`config.mk`:
```
export PLATFORM = sky130hd
export DESIGN_NAME = qei_top
export DESIGN_NICKNAME = d
export VERILOG_FILES = /design/src/qei_pkg.sv /design/src/qei_sync.sv /design/src/qei_top.sv
export VERILOG_INCLUDE_DIRS = /design/src
export SDC_FILE = /design/constraint.sdc
export NUM_CORES = 1
export LEC_CHECK = 0
export BUFFER_PORTS_ARGS = -buffer_cell sky130_fd_sc_hd__buf_4
export CAP_MARGIN = 20
export CELL_PAD_IN_SITES_DETAIL_PLACEMENT = 2
export CELL_PAD_IN_SITES_GLOBAL_PLACEMENT = 2
export CORE_MARGIN = 1.5
export CORE_UTILIZATION = 39
export DETAILED_ROUTE_END_ITERATION = 6
export HOLD_SLACK_MARGIN = 0.05
export PLACE_DENSITY = 0.89
export SYNTH_ARGS = -nofsm -noshare
export SYNTH_HDL_FRONTEND = slang
export SYNTH_SLANG_ARGS = --single-unit
```
`constraint.sdc`:
```
create_clock -name pclk -period 6 [get_ports pclk]
set_clock_uncertainty 0.2 [all_clocks]
set_input_delay 0.3 -clock pclk [delete_from_list [all_inputs] [get_ports pclk]]
set_output_delay 0.3 -clock pclk [all_outputs]
set_load 0.05 [all_outputs]
```
`src/qei_consts.svh`:
```
// Register offsets, layout widths and reset values of the quadrature encoder interface.
`ifndef QEI_CONSTS_SVH
`define QEI_CONSTS_SVH

`define QEI_OFF_CTL 12'h000
`define QEI_OFF_STAT 12'h004
`define QEI_OFF_POS 12'h008
`define QEI_OFF_LIMIT 12'h00C
`define QEI_OFF_LOAD 12'h010
`define QEI_OFF_TIMER 12'h014
`define QEI_OFF_ACCUM 12'h018
`define QEI_OFF_RESULT 12'h01C
`define QEI_OFF_MASK 12'h020
`define QEI_OFF_RAW 12'h024
`define QEI_OFF_CLR 12'h028

`define QEI_CTL_WIDTH 13
`define QEI_EVT_WIDTH 4
`define QEI_CTL_RESET 13'h0000
`define QEI_EVT_RESET 4'h0
`define QEI_WORD_RESET 32'h0000_0000
`define QEI_WORD_ONE 32'h0000_0001
`define QEI_PREDIV_ONE 7'h01

`endif

```
`src/qei_pkg.sv`:
```
// Types shared by the quadrature encoder interface modules.
`default_nettype none
package qei_pkg;

   // Control word, bit 0 is enable, bit 12 is the debug halt freeze.
   typedef struct packed {
      logic debug_halt_freeze;
      logic invert_index;
      logic invert_second_phase;
      logic invert_first_phase;
      logic [2:0] velocity_prescale;
      logic velocity_capture_enable;
      logic position_wrap_select;
      logic edge_count_select;
      logic signal_format_select;
      logic swap;
      logic enable;
   } qei_ctl_t;

   // Event bits, bit 0 is the index event, bit 3 the phase error.
   typedef struct packed {
      logic phase_error;
      logic dir_change;
      logic timer_expiry;
      logic index_seen;
   } qei_evt_t;

   typedef struct packed {
      logic index;
      logic second;
      logic first;
   } qei_pins_t;

   typedef struct packed {
      qei_pins_t stage1;
      qei_pins_t stage2;
   } qei_sync_t;

   typedef struct packed {
      qei_ctl_t ctl;
      logic [31:0] position;
      logic [31:0] position_limit;
      logic [31:0] velocity_period_load;
      logic [31:0] timer;
      logic [31:0] velocity_accumulator;
      logic [31:0] velocity_result;
      logic [6:0] prediv;
      qei_evt_t mask;
      qei_evt_t raw;
      logic prev_a;
      logic prev_b;
      logic prev_index;
      logic reverse;
      logic [31:0] prdata;
   } qei_state_t;

endpackage
`default_nettype wire

```
`src/qei_sync.sv`:
```
// Two-stage synchroniser for the encoder pins.
`timescale 1ns/1ps
`default_nettype none
module qei_sync
   import qei_pkg::*;
(
   input wire logic pclk, // System clock.
   input wire logic presetn, // Asynchronous reset, active low.
   input wire logic ce, // Clock enable, freezes the stages when low.
   input wire qei_pins_t pins_async, // Raw encoder pins.
   output qei_pins_t pins_sync // Pins after two flip-flops.
);
   qei_sync_t st;
   qei_sync_t next_st;

   // RULE20 two-stage synchroniser
   always_comb begin
      next_st = st;
      if (ce) begin
         next_st.stage1 = pins_async;
         next_st.stage2 = st.stage1;
      end
   end

   always_ff @(posedge pclk or negedge presetn) begin
      if (!presetn) begin
         st <= '0;
      end else begin
         st <= next_st;
      end
   end

   assign pins_sync = st.stage2;
endmodule
`default_nettype wire

```
`src/qei_top.sv`:
```
// Quadrature encoder interface with APB register slave.
//
// Implementation choices: the address map and the APB register port.
`timescale 1ns/1ps
`default_nettype none
`include "qei_consts.svh"

// Functional notes
// RULE1 - Format select chooses quadrature phases or clock plus direction interpretation.
// RULE2 - Clock/direction: first input steps, second input gives rotation direction.
// RULE3 - Swap exchanges first and second phase before decoding.
// RULE4 - Velocity capture has its own enable and needs position enabled.
// RULE5 - Quadrature: count first-phase edges only, or edges of both phases.
// RULE6 - First phase leading second phase increments the position.
// RULE7 - Second phase leading first phase decrements the position.
// RULE8 - An edge pair on one phase alone means the direction reversed.
// RULE9 - Wrap select 0: index pulse clears the position to zero.
// RULE10 - Stepping back from zero loads the position limit.
// RULE11 - Wrap select 1: position stays within zero to limit, index ignored.
// RULE12 - Velocity accumulator counts the same qualified edges each timer period.
// RULE13 - At period end accumulator moves to result, then clears to zero.
// RULE14 - Timer counts down, reloads at zero, keeps running, raises expiry event.
// RULE15 - Events: phase error, direction change, index, timer expiry.
// RULE16 - Events have mask, raw status, masked status and per-bit clear.
// RULE17 - Prescale code n divides velocity edges by two to the n.
// RULE18 - Separate inversions for first phase, second phase and index.
// RULE19 - Debug halt freeze stops counting while the processor is halted.
// RULE20 - Phase and index pins are synchronised before edge detection.
// RULE21 - Both phases changing together is a phase error, position unchanged.
module qei_top
   import qei_pkg::*;
(
   input wire logic pclk, // System clock, 20 MHz.
   input wire logic presetn, // Asynchronous reset, active low.
   input wire logic ce, // Clock enable, freezes all state when low.
   input wire logic psel, // APB select.
   input wire logic penable, // APB access phase.
   input wire logic pwrite, // APB direction, high for write.
   input wire logic [11:0] paddr, // APB byte address.
   input wire logic [31:0] pwdata, // APB write data.
   output logic [31:0] prdata, // APB read data.
   output logic pready, // APB ready.
   output logic pslverr, // APB error for unmapped addresses.
   input wire logic first_phase_input, // Encoder first phase pin.
   input wire logic second_phase_input, // Encoder second phase pin.
   input wire logic index_input, // Encoder index pin.
   input wire logic cpu_halt, // Processor halt indication, same clock.
   output logic irq // Any unmasked pending event.
);
   qei_state_t st;
   qei_state_t next_st;
   qei_pins_t pins_async;
   qei_pins_t pins;

   logic bus_access;
   logic bus_write;
   logic pos_write;
   logic raw_a;
   logic raw_b;
   logic phase_a;
   logic phase_b;
   logic index_lvl;
   logic run;
   logic vel_run;
   logic edge_a;
   logic edge_b;
   logic index_rise;
   logic quad_err;
   logic step_quad;
   logic fwd_quad;
   logic step_clk;
   logic step;
   logic fwd;
   logic moved;
   logic dir_flip;
   logic index_clear;
   logic [6:0] pre_mask;
   logic vel_inc;
   logic period_end;
   qei_evt_t new_evt;

   function automatic logic addr_mapped(input logic [11:0] a);
      addr_mapped = (a[1:0] == 2'h0) && (a <= `QEI_OFF_CLR);
   endfunction

   function automatic logic [31:0] read_word(input logic [11:0] a, input qei_state_t s);
      read_word = `QEI_WORD_RESET;
      case (a)
         `QEI_OFF_CTL: read_word = 32'(s.ctl);
         `QEI_OFF_STAT: read_word = {30'h0000_0000, s.reverse, s.raw.phase_error};
         `QEI_OFF_POS: read_word = s.position;
         `QEI_OFF_LIMIT: read_word = s.position_limit;
         `QEI_OFF_LOAD: read_word = s.velocity_period_load;
         `QEI_OFF_TIMER: read_word = s.timer;
         `QEI_OFF_ACCUM: read_word = s.velocity_accumulator;
         `QEI_OFF_RESULT: read_word = s.velocity_result;
         `QEI_OFF_MASK: read_word = 32'(s.mask);
         `QEI_OFF_RAW: read_word = 32'(s.raw);
         `QEI_OFF_CLR: read_word = 32'(s.raw & s.mask);
         default: read_word = `QEI_WORD_RESET;
      endcase
   endfunction

   // A position outside the limit, left by software, is pulled back on the next step.
   function automatic logic [31:0] next_position(input logic [31:0] pos, input logic [31:0] lim,
                                                 input logic up);
      if (up) begin
         next_position = (pos >= lim) ? `QEI_WORD_RESET : pos + `QEI_WORD_ONE;
      end else begin
         next_position = (pos == `QEI_WORD_RESET || pos > lim) ? lim : pos - `QEI_WORD_ONE;
      end
   endfunction

   assign pins_async = '{index: index_input, second: second_phase_input, first: first_phase_input};

   // RULE20 two-flop synchroniser
   qei_sync u_sync (
      .pclk(pclk),
      .presetn(presetn),
      .ce(ce),
      .pins_async(pins_async),
      .pins_sync(pins)
   );

   // Stalling on ce keeps the bus from losing a write while state is frozen.
   assign pready = ce;
   assign pslverr = psel && penable && !addr_mapped(paddr);
   assign bus_access = psel && penable && ce;
   assign bus_write = bus_access && pwrite;
   assign pos_write = bus_write && (paddr == `QEI_OFF_POS);
   assign prdata = st.prdata;
   assign irq = |(st.raw & st.mask);

   // RULE18 per-input inversion
   assign raw_a = pins.first ^ st.ctl.invert_first_phase;
   assign raw_b = pins.second ^ st.ctl.invert_second_phase;
   assign index_lvl = pins.index ^ st.ctl.invert_index;
   // RULE3 phase swap
   assign phase_a = st.ctl.swap ? raw_b : raw_a;
   assign phase_b = st.ctl.swap ? raw_a : raw_b;

   // RULE19 halt freeze
   assign run = ce && st.ctl.enable && !(st.ctl.debug_halt_freeze && cpu_halt);
   // RULE4 velocity needs position enable
   assign vel_run = run && st.ctl.velocity_capture_enable;

   assign edge_a = phase_a ^ st.prev_a;
   assign edge_b = phase_b ^ st.prev_b;
   assign index_rise = index_lvl && !st.prev_index;

   // RULE21 simultaneous phase change
   assign quad_err = !st.ctl.signal_format_select && edge_a && edge_b;
   // RULE5 edge count select
   assign step_quad = !quad_err && (edge_a || (edge_b && st.ctl.edge_count_select));
   // RULE6 RULE7 lead decides direction
   assign fwd_quad = edge_a ? (phase_a != phase_b) : (phase_a == phase_b);
   // RULE2 step clock and direction level
   assign step_clk = edge_a && phase_a;
   // RULE1 format select
   assign step = st.ctl.signal_format_select ? step_clk : step_quad;
   assign fwd = st.ctl.signal_format_select ? phase_b : fwd_quad;
   assign moved = st.ctl.signal_format_select ? step_clk : (!quad_err && (edge_a || edge_b));
   // RULE8 reversal detection
   assign dir_flip = moved && (fwd == st.reverse);

   // RULE11 index ignored in limit mode
   assign index_clear = !st.ctl.position_wrap_select && index_rise;

   // RULE17 prescale divide
   assign pre_mask = 7'((8'h01 << st.ctl.velocity_prescale) - 8'h01);
   // RULE12 same qualified edges
   assign vel_inc = vel_run && step && (st.prediv == pre_mask);
   assign period_end = vel_run && (st.timer == `QEI_WORD_RESET);

   // RULE15 event sources
   assign new_evt = '{phase_error: run && quad_err, dir_change: run && dir_flip,
                      timer_expiry: period_end, index_seen: run && index_rise};

   always_comb begin
      next_st = st;
      if (ce && psel && !penable) begin
         next_st.prdata = read_word(paddr, st);
      end
      if (run) begin
         next_st.prev_a = phase_a;
         next_st.prev_b = phase_b;
         next_st.prev_index = index_lvl;
         if (moved) begin
            next_st.reverse = !fwd;
         end
         // RULE9 index clears position
         if (index_clear) begin
            next_st.position = `QEI_WORD_RESET;
         end else if (step) begin
            // RULE10 reverse from zero loads limit
            next_st.position = next_position(st.position, st.position_limit, fwd);
         end
      end
      if (vel_run) begin
         if (step) begin
            next_st.prediv = (st.prediv == pre_mask) ? 7'h00 : st.prediv + `QEI_PREDIV_ONE;
         end
         // RULE14 countdown and reload
         if (period_end) begin
            next_st.timer = st.velocity_period_load;
            // RULE13 result capture and clear
            next_st.velocity_result = st.velocity_accumulator + 32'(vel_inc);
            next_st.velocity_accumulator = `QEI_WORD_RESET;
         end else begin
            next_st.timer = st.timer - `QEI_WORD_ONE;
            next_st.velocity_accumulator = st.velocity_accumulator + 32'(vel_inc);
         end
      end else if (ce && !(st.ctl.enable && st.ctl.velocity_capture_enable)) begin
         // Only a disabled capture restarts from empty; a debug halt must freeze the period instead.
         next_st.timer = st.velocity_period_load;
         next_st.velocity_accumulator = `QEI_WORD_RESET;
         next_st.prediv = 7'h00;
      end
      // RULE16 raw status, set wins over clear
      next_st.raw = st.raw;
      if (bus_write && paddr == `QEI_OFF_CLR) begin
         next_st.raw = st.raw & ~qei_evt_t'(pwdata[`QEI_EVT_WIDTH-1:0]);
      end
      next_st.raw = next_st.raw | new_evt;
      if (bus_write) begin
         case (paddr)
            `QEI_OFF_CTL: next_st.ctl = qei_ctl_t'(pwdata[`QEI_CTL_WIDTH-1:0]);
            `QEI_OFF_POS: next_st.position = pwdata;
            `QEI_OFF_LIMIT: next_st.position_limit = pwdata;
            `QEI_OFF_LOAD: next_st.velocity_period_load = pwdata;
            `QEI_OFF_MASK: next_st.mask = qei_evt_t'(pwdata[`QEI_EVT_WIDTH-1:0]);
            default: next_st.mask = st.mask;
         endcase
      end
   end

   always_ff @(posedge pclk or negedge presetn) begin
      if (!presetn) begin
         st <= '0;
      end else begin
         st <= next_st;
      end
   end
endmodule
`default_nettype wire

```
Word-level counts from Yosys, hierarchy flattened --
Cells that the tools add are included.
Storage, ports and cells: bits in registers 262, output and inout bits 35, logic and storage cells 151
Cells by class: add/subtract/negate cells 6, order comparisons 3, equality and inequality tests 15, shifts and indexed selects 1, muxes and demuxes 25, bitwise operators 10, reductions and logical operators 54
Operators by type and width (count):
- $pmux W32 S11 | 1
- $mux W32 | 9
- $mux W64 | 3
- $mux W96 | 1
- $logic_not A32 Y1 | 2
- $sub A32 B1 Y32 const B | 2
- $eq A12 B5 Y1 const B | 4
- $eq A12 B6 Y1 const B | 3
- $add A32 B1 Y32 | 1
- $add A32 B1 Y32 const B | 1
- $ge A32 B32 Y1 | 1
- $gt A32 B32 Y1 | 1
- $logic_and A1 B1 Y1 | 29
- $mux W7 | 4
- $eq A12 B4 Y1 const B | 2
- $reduce_and A2 Y1 | 7
- $and A4 B4 Y4 | 3
- $eq A12 B3 Y1 const B | 1
- $le A12 B6 Y1 const B | 1
- $logic_not A12 Y1 | 1
- $logic_not A1 Y1 | 9
- $add A7 B1 Y7 const B | 1
- $eq A7 B7 Y1 | 1
- $shl A1 B3 Y7 const A | 1
- 13 further kinds | 25

Logic depth before layout (Yosys ltp) --
word-level depth 13, gate-level depth with buffers 20

Modules after synthesis --
A second synthesis with hierarchy kept.
Second synthesis, totals: cells, all modules 1917, area total of the unflattened synthesis 16656.0 um2
By module, submodules not included:
- qei_top | times used 1, cells an instance 1901, area an instance 16382.0 um2, sequential area each 6406.1 um2
- qei_sync | times used 1, cells an instance 16, area an instance 274.0 um2, sequential area each 150.1 um2

Least setup slack after synthesis --
Ideal clock, no wire load.
kind reg-to-reg, from reg st[251] in the netlist's numbering, to reg st[109] in the netlist's numbering, setup time 0.129 ns, data arrival time 4.073 ns, setup slack 1.597 ns, stages on the path, launching flop included 20, buffers on the path 1, period minus slack after synthesis 4.403 ns, path through dfrtp_1 clkbuf_1 or3_1 ha_1 or3b_2 a21oi_1 a31oi_1 xor2_1 nand4_1 nor3_1 ha_1 ha_1 and3_1 nand3_1 nor4_1 nand4_1 nor2_1 o21ai_0 nand2_1 o21ai_0
Between the ends: longest elaborated chain between the ends 7
Ends and longest elaborated chain:
- start: declaration | line qei_top.sv:50 | qei_state_t st;
- start signal: assignment | line qei_top.sv:241 | st <= next_st;
- $shl A1 B3 Y7 | line qei_top.sv:170 | assign pre_mask = 7'((8'h01 << st.ctl.velocity_prescale) - 8'h01);
- $sub A7 B1 Y7 | line qei_top.sv:170
- $eq A7 B7 Y1 | line qei_top.sv:172 | assign vel_inc = vel_run && step && (st.prediv == pre_mask);
- $logic_and A1 B1 Y1 | line qei_top.sv:172
- $add A32 B1 Y32 | line qei_top.sv:211 | next_st.velocity_accumulator = st.velocity_accumulator + 32'(vel_inc);
- $mux W64 | line qei_top.sv:204 | if (period_end) begin
- $mux W64 | line qei_top.sv:199 | if (vel_run) begin
Every way passes these cells. A chain may end at the register's enable or synchronous reset.

Final worst setup path --
Ends and elaborated chain as after synthesis.

==> flow_summary.ini <==
[sta]
period_share = 0.946
max_freq_ghz = 0.176
finalHoldViolCount = 0
slew_headroom = 0.210
setup_viol = 0
finalSetupTns_ps = 0
slew_viol_final = 0
rsz0062_at_grt = no
min_period_ps = 5680
worstMarginPinSlew_ps = 1170

[die]
start_util = 0.396
die-area_um2 = 43800
die_w_um = 209
core_um2 = 41900
die_h_um = 209
io_pins = 89
rows = 75

[route]
firstDrtPassIters = 7
num_vias = 17200
vias_per_cell = 6.98
ant_nets = 0
drtIter0Drc = 1665
routed_wl_um = 80900
post_drt_wl_per_cell_um = 32.9
drc_errors = 4

[cells_and_area]
diodes = 0
fin_cells = 2462
fin_area_um2 = 19100
area_growth_pct = 15.3
final_nets = 1993
multiInputGateArea_um2 = 9100
final_util = 0.456
regArea_um2 = 6560
final.fill_count = 4397
layout-drive-gt1-share = 0.162

[power]
p_int_mw = 3.29
power_mw = 4.44
p_clk_frac = 0.520
power.switching_mw = 1.15
swShare = 0.258
ir_drop_v = 0.000203
pwr-share-comb = 0.077
p_per_area_nw_per_um2 = 232
leakage_nw = 8.19
pwr-share-seq = 0.403

[yosys]
seq_area_frac_synth = 0.395
yosys.cell_types.count = 76
synthAdderAreaFrac = 0.0302
synth_top_family_by_area = compound AO/OA/AOI/OAI gates
synth_ff_type = dfrtp_1
synthCells = 1875
syn_area_um2 = 16600
synth_xor_area_frac = 0.0380
synth_edf_count = 0
syn_avg_cell_area_um2 = 8.85
yosysWarnings = 0
syn_nets = 1969
synth-async-reset-ratio = 1.00
synth_simple_gate_area_frac = 0.180
synth-compound-area-share = 0.228
synth-seq-cells = 262
yosys-mux-area-fraction = 0.0676

[setup_path]
crit_path_top_delay_cell = nor4_1
cp-end-kind = flip-flop
crit_start = st[251]$_DFFE_PN0P_
crit_top_cell = ha_1
path_class = flip-flop to flip-flop
critPathArrivalTime_ps = 5900
r2r_slack_ps = 320
crit_path_end = st[109]$_DFFE_PN0P_
r2r-end = st[109]$_DFFE_PN0P_
crit_chain = or3_1 -> ha_1 -> or3b_2 -> a21oi_1 -> a31oi_1 -> xor2_1 -> nand4_1 -> nor3_1 -> ha_1 -> ha_1 -> and3_1 -> nand3_1 -> nor4_1 -> nand4_1 -> nor2_1 -> o21ai_0 -> nand2_1 -> o21ai_0
reg2reg_depth = 18
slowest_delay_ps = 700
worstPathMaxFanout = 13
reg2reg_from = st[251]$_DFFE_PN0P_
required_ps = 6220
start_kind = flip-flop

[global_routing]
grt_overflow = 0
grt_max_degree = 95
grt_use_total = 0.367
grt_pass1_vias = 18800
antenna_found_initial = 0
grt_pass1_wl_um = 121000

[cts]
htreeDepth = 2
cts-root-buf = clkbuf_16
post_cts_resized = 0
cts.path.max_buffers = 3
path_clk_slew_ps = 60
clock-sinks = 262
clock_latency_ps = 560
cts_setup_buffers = 0
cts_buffers = 34
cts_tree = yes

[place]
io_buffers = 88
place_congestion = 0.896
place_inst = 2359
detailed_place_hpwl_um = 52100
placed_cell_area_um2 = 17500

[status]
violations = DRC
status = finished, violations left

[flow_run]
drv_cap = 0

[hold_path]
worstHoldPathType = input pin to async pin
-- layout make-up --
class / count / share of cell area
repair buffers: 166 / 0.0715
flip-flops and latches: 262 / 0.343
multi-input cells: 1383 / 0.476
clock inverters: 10 / 0.00831
inverters: 52 / 0.0102
clock buffers: 50 / 0.0562
well taps: 539 / 0.0352
-- worst min path at each step --
stage          depth (start not counted)  startpoint  slack [ps]                     end
2_1_floorplan                          0     presetn        -200   prdata[0]$_DFFE_PN0P_
6_report                               2     presetn         170  prdata[28]$_DFFE_PN0P_
4_1_cts                                2     presetn         210     st[203]$_DFFE_PN0P_
5_1_grt                                2     presetn         210  prdata[28]$_DFFE_PN0P_
3_5_place_dp                           1     presetn         210     st[203]$_DFFE_PN0P_
3_3_place_gp                           1     presetn         200       st[235]$_DFF_PN0_
-- cell usage in the layout (no fill, tap or decap), types with 15 or more instances in the layout --
cell type and count:
xnor2_1 51, nand2b_1 17, or4_1 15, a22oi_1 46, dlygate4sd3_1 40, ha_1 40
a221oi_1 16, o211ai_1 20, a22o_1 25, a31oi_1 25, buf_4 122, a21o_1 31
nor2_1 87, nor4_1 28, or3_1 25, a21oi_1 107, dfrtp_1 262, and3_1 34
nor3_1 43, nand2_1 220, nand4_1 25, nand3_1 45, mux2_2 97, clkbuf_16 37
a222oi_1 23, o21ai_0 160, inv_1 52, xor2_1 21
-- power groups by stage --
stage	clock [mW]	combinational (mW)	sequential [mW]
after floorplan	0	0.130	1.81
after global placement	0	0.283	1.82
after detailed placement	0	0.299	1.82
after CTS	2.32	0.330	1.79
after global routing	2.39	0.358	1.79
final	2.31	0.343	1.79
-- routing by layer --
| metal | vias to the layer above | wire (um) | track usage |
|---|---|---|---|
| li1 | 6950 | - | - |
| met1 | 8797 | 30100 | 0.427 |
| met2 | 1044 | 37900 | 0.610 |
| met3 | 405 | 5930 | 0.0660 |
| met4 | 0 | 6910 | 0.271 |
| met5 | - | 0 | 0 |
-- timing repair --
action,CTS,global route
setup endpoints to repair,0,0
hold buffers,40,0
endpoints found under the hold margin,210,0
-- sequential cells by signal, indices dropped and copies added (netlist names) --
name and count:
prdata 32, u_sync.st 3, u_sync.pins_sync 3, st 224
-- logic make-up after synthesis --
logic type,count (synthesis)
AOI/OAI and AO/OA,568
xor gates and xnor gates,72
adders and majority gates,40
buffers and inverters,230
DFF,262
muxes,100
and+or+nand+nor,603
-- cells in the mapped netlist (28+ instances only) --
master / n / share of area
xnor2_1: 51 / 0.027
mux2_2: 97 / 0.066
a22oi_1: 46 / 0.021
nand3_1: 47 / 0.014
o21ai_0: 160 / 0.048
dfrtp_1: 262 / 0.40
a21oi_1: 108 / 0.033
nor3_1: 47 / 0.014
a21o_1: 31 / 0.014
buf_4: 33 / 0.015
nor4_1: 28 / 0.011
nor2_1: 91 / 0.021
ha_1: 40 / 0.030
and3_1: 34 / 0.013
clkbuf_1: 120 / 0.027
inv_1: 52 / 0.012
nand2_1: 221 / 0.050
-- critical path: cells and delay by family (launching register included) --
kind / cells / cell delay [ps]
AO/OA/AOI/OAI: 4 / 400
XOR/XNOR: 1 / 160
adder cells (fa/ha/maj): 3 / 930
flip-flops: 1 / 500
AND/OR/NAND/NOR: 10 / 3340
-- stage by stage --
step	hold slack (ps)	setup WS (ps)
after floorplan	-196	1600
after global placement	196	982
after detailed placement	207	572
after CTS	215	413
after global routing	208	133
final	168	322
(Power assumes the default switching activity.)
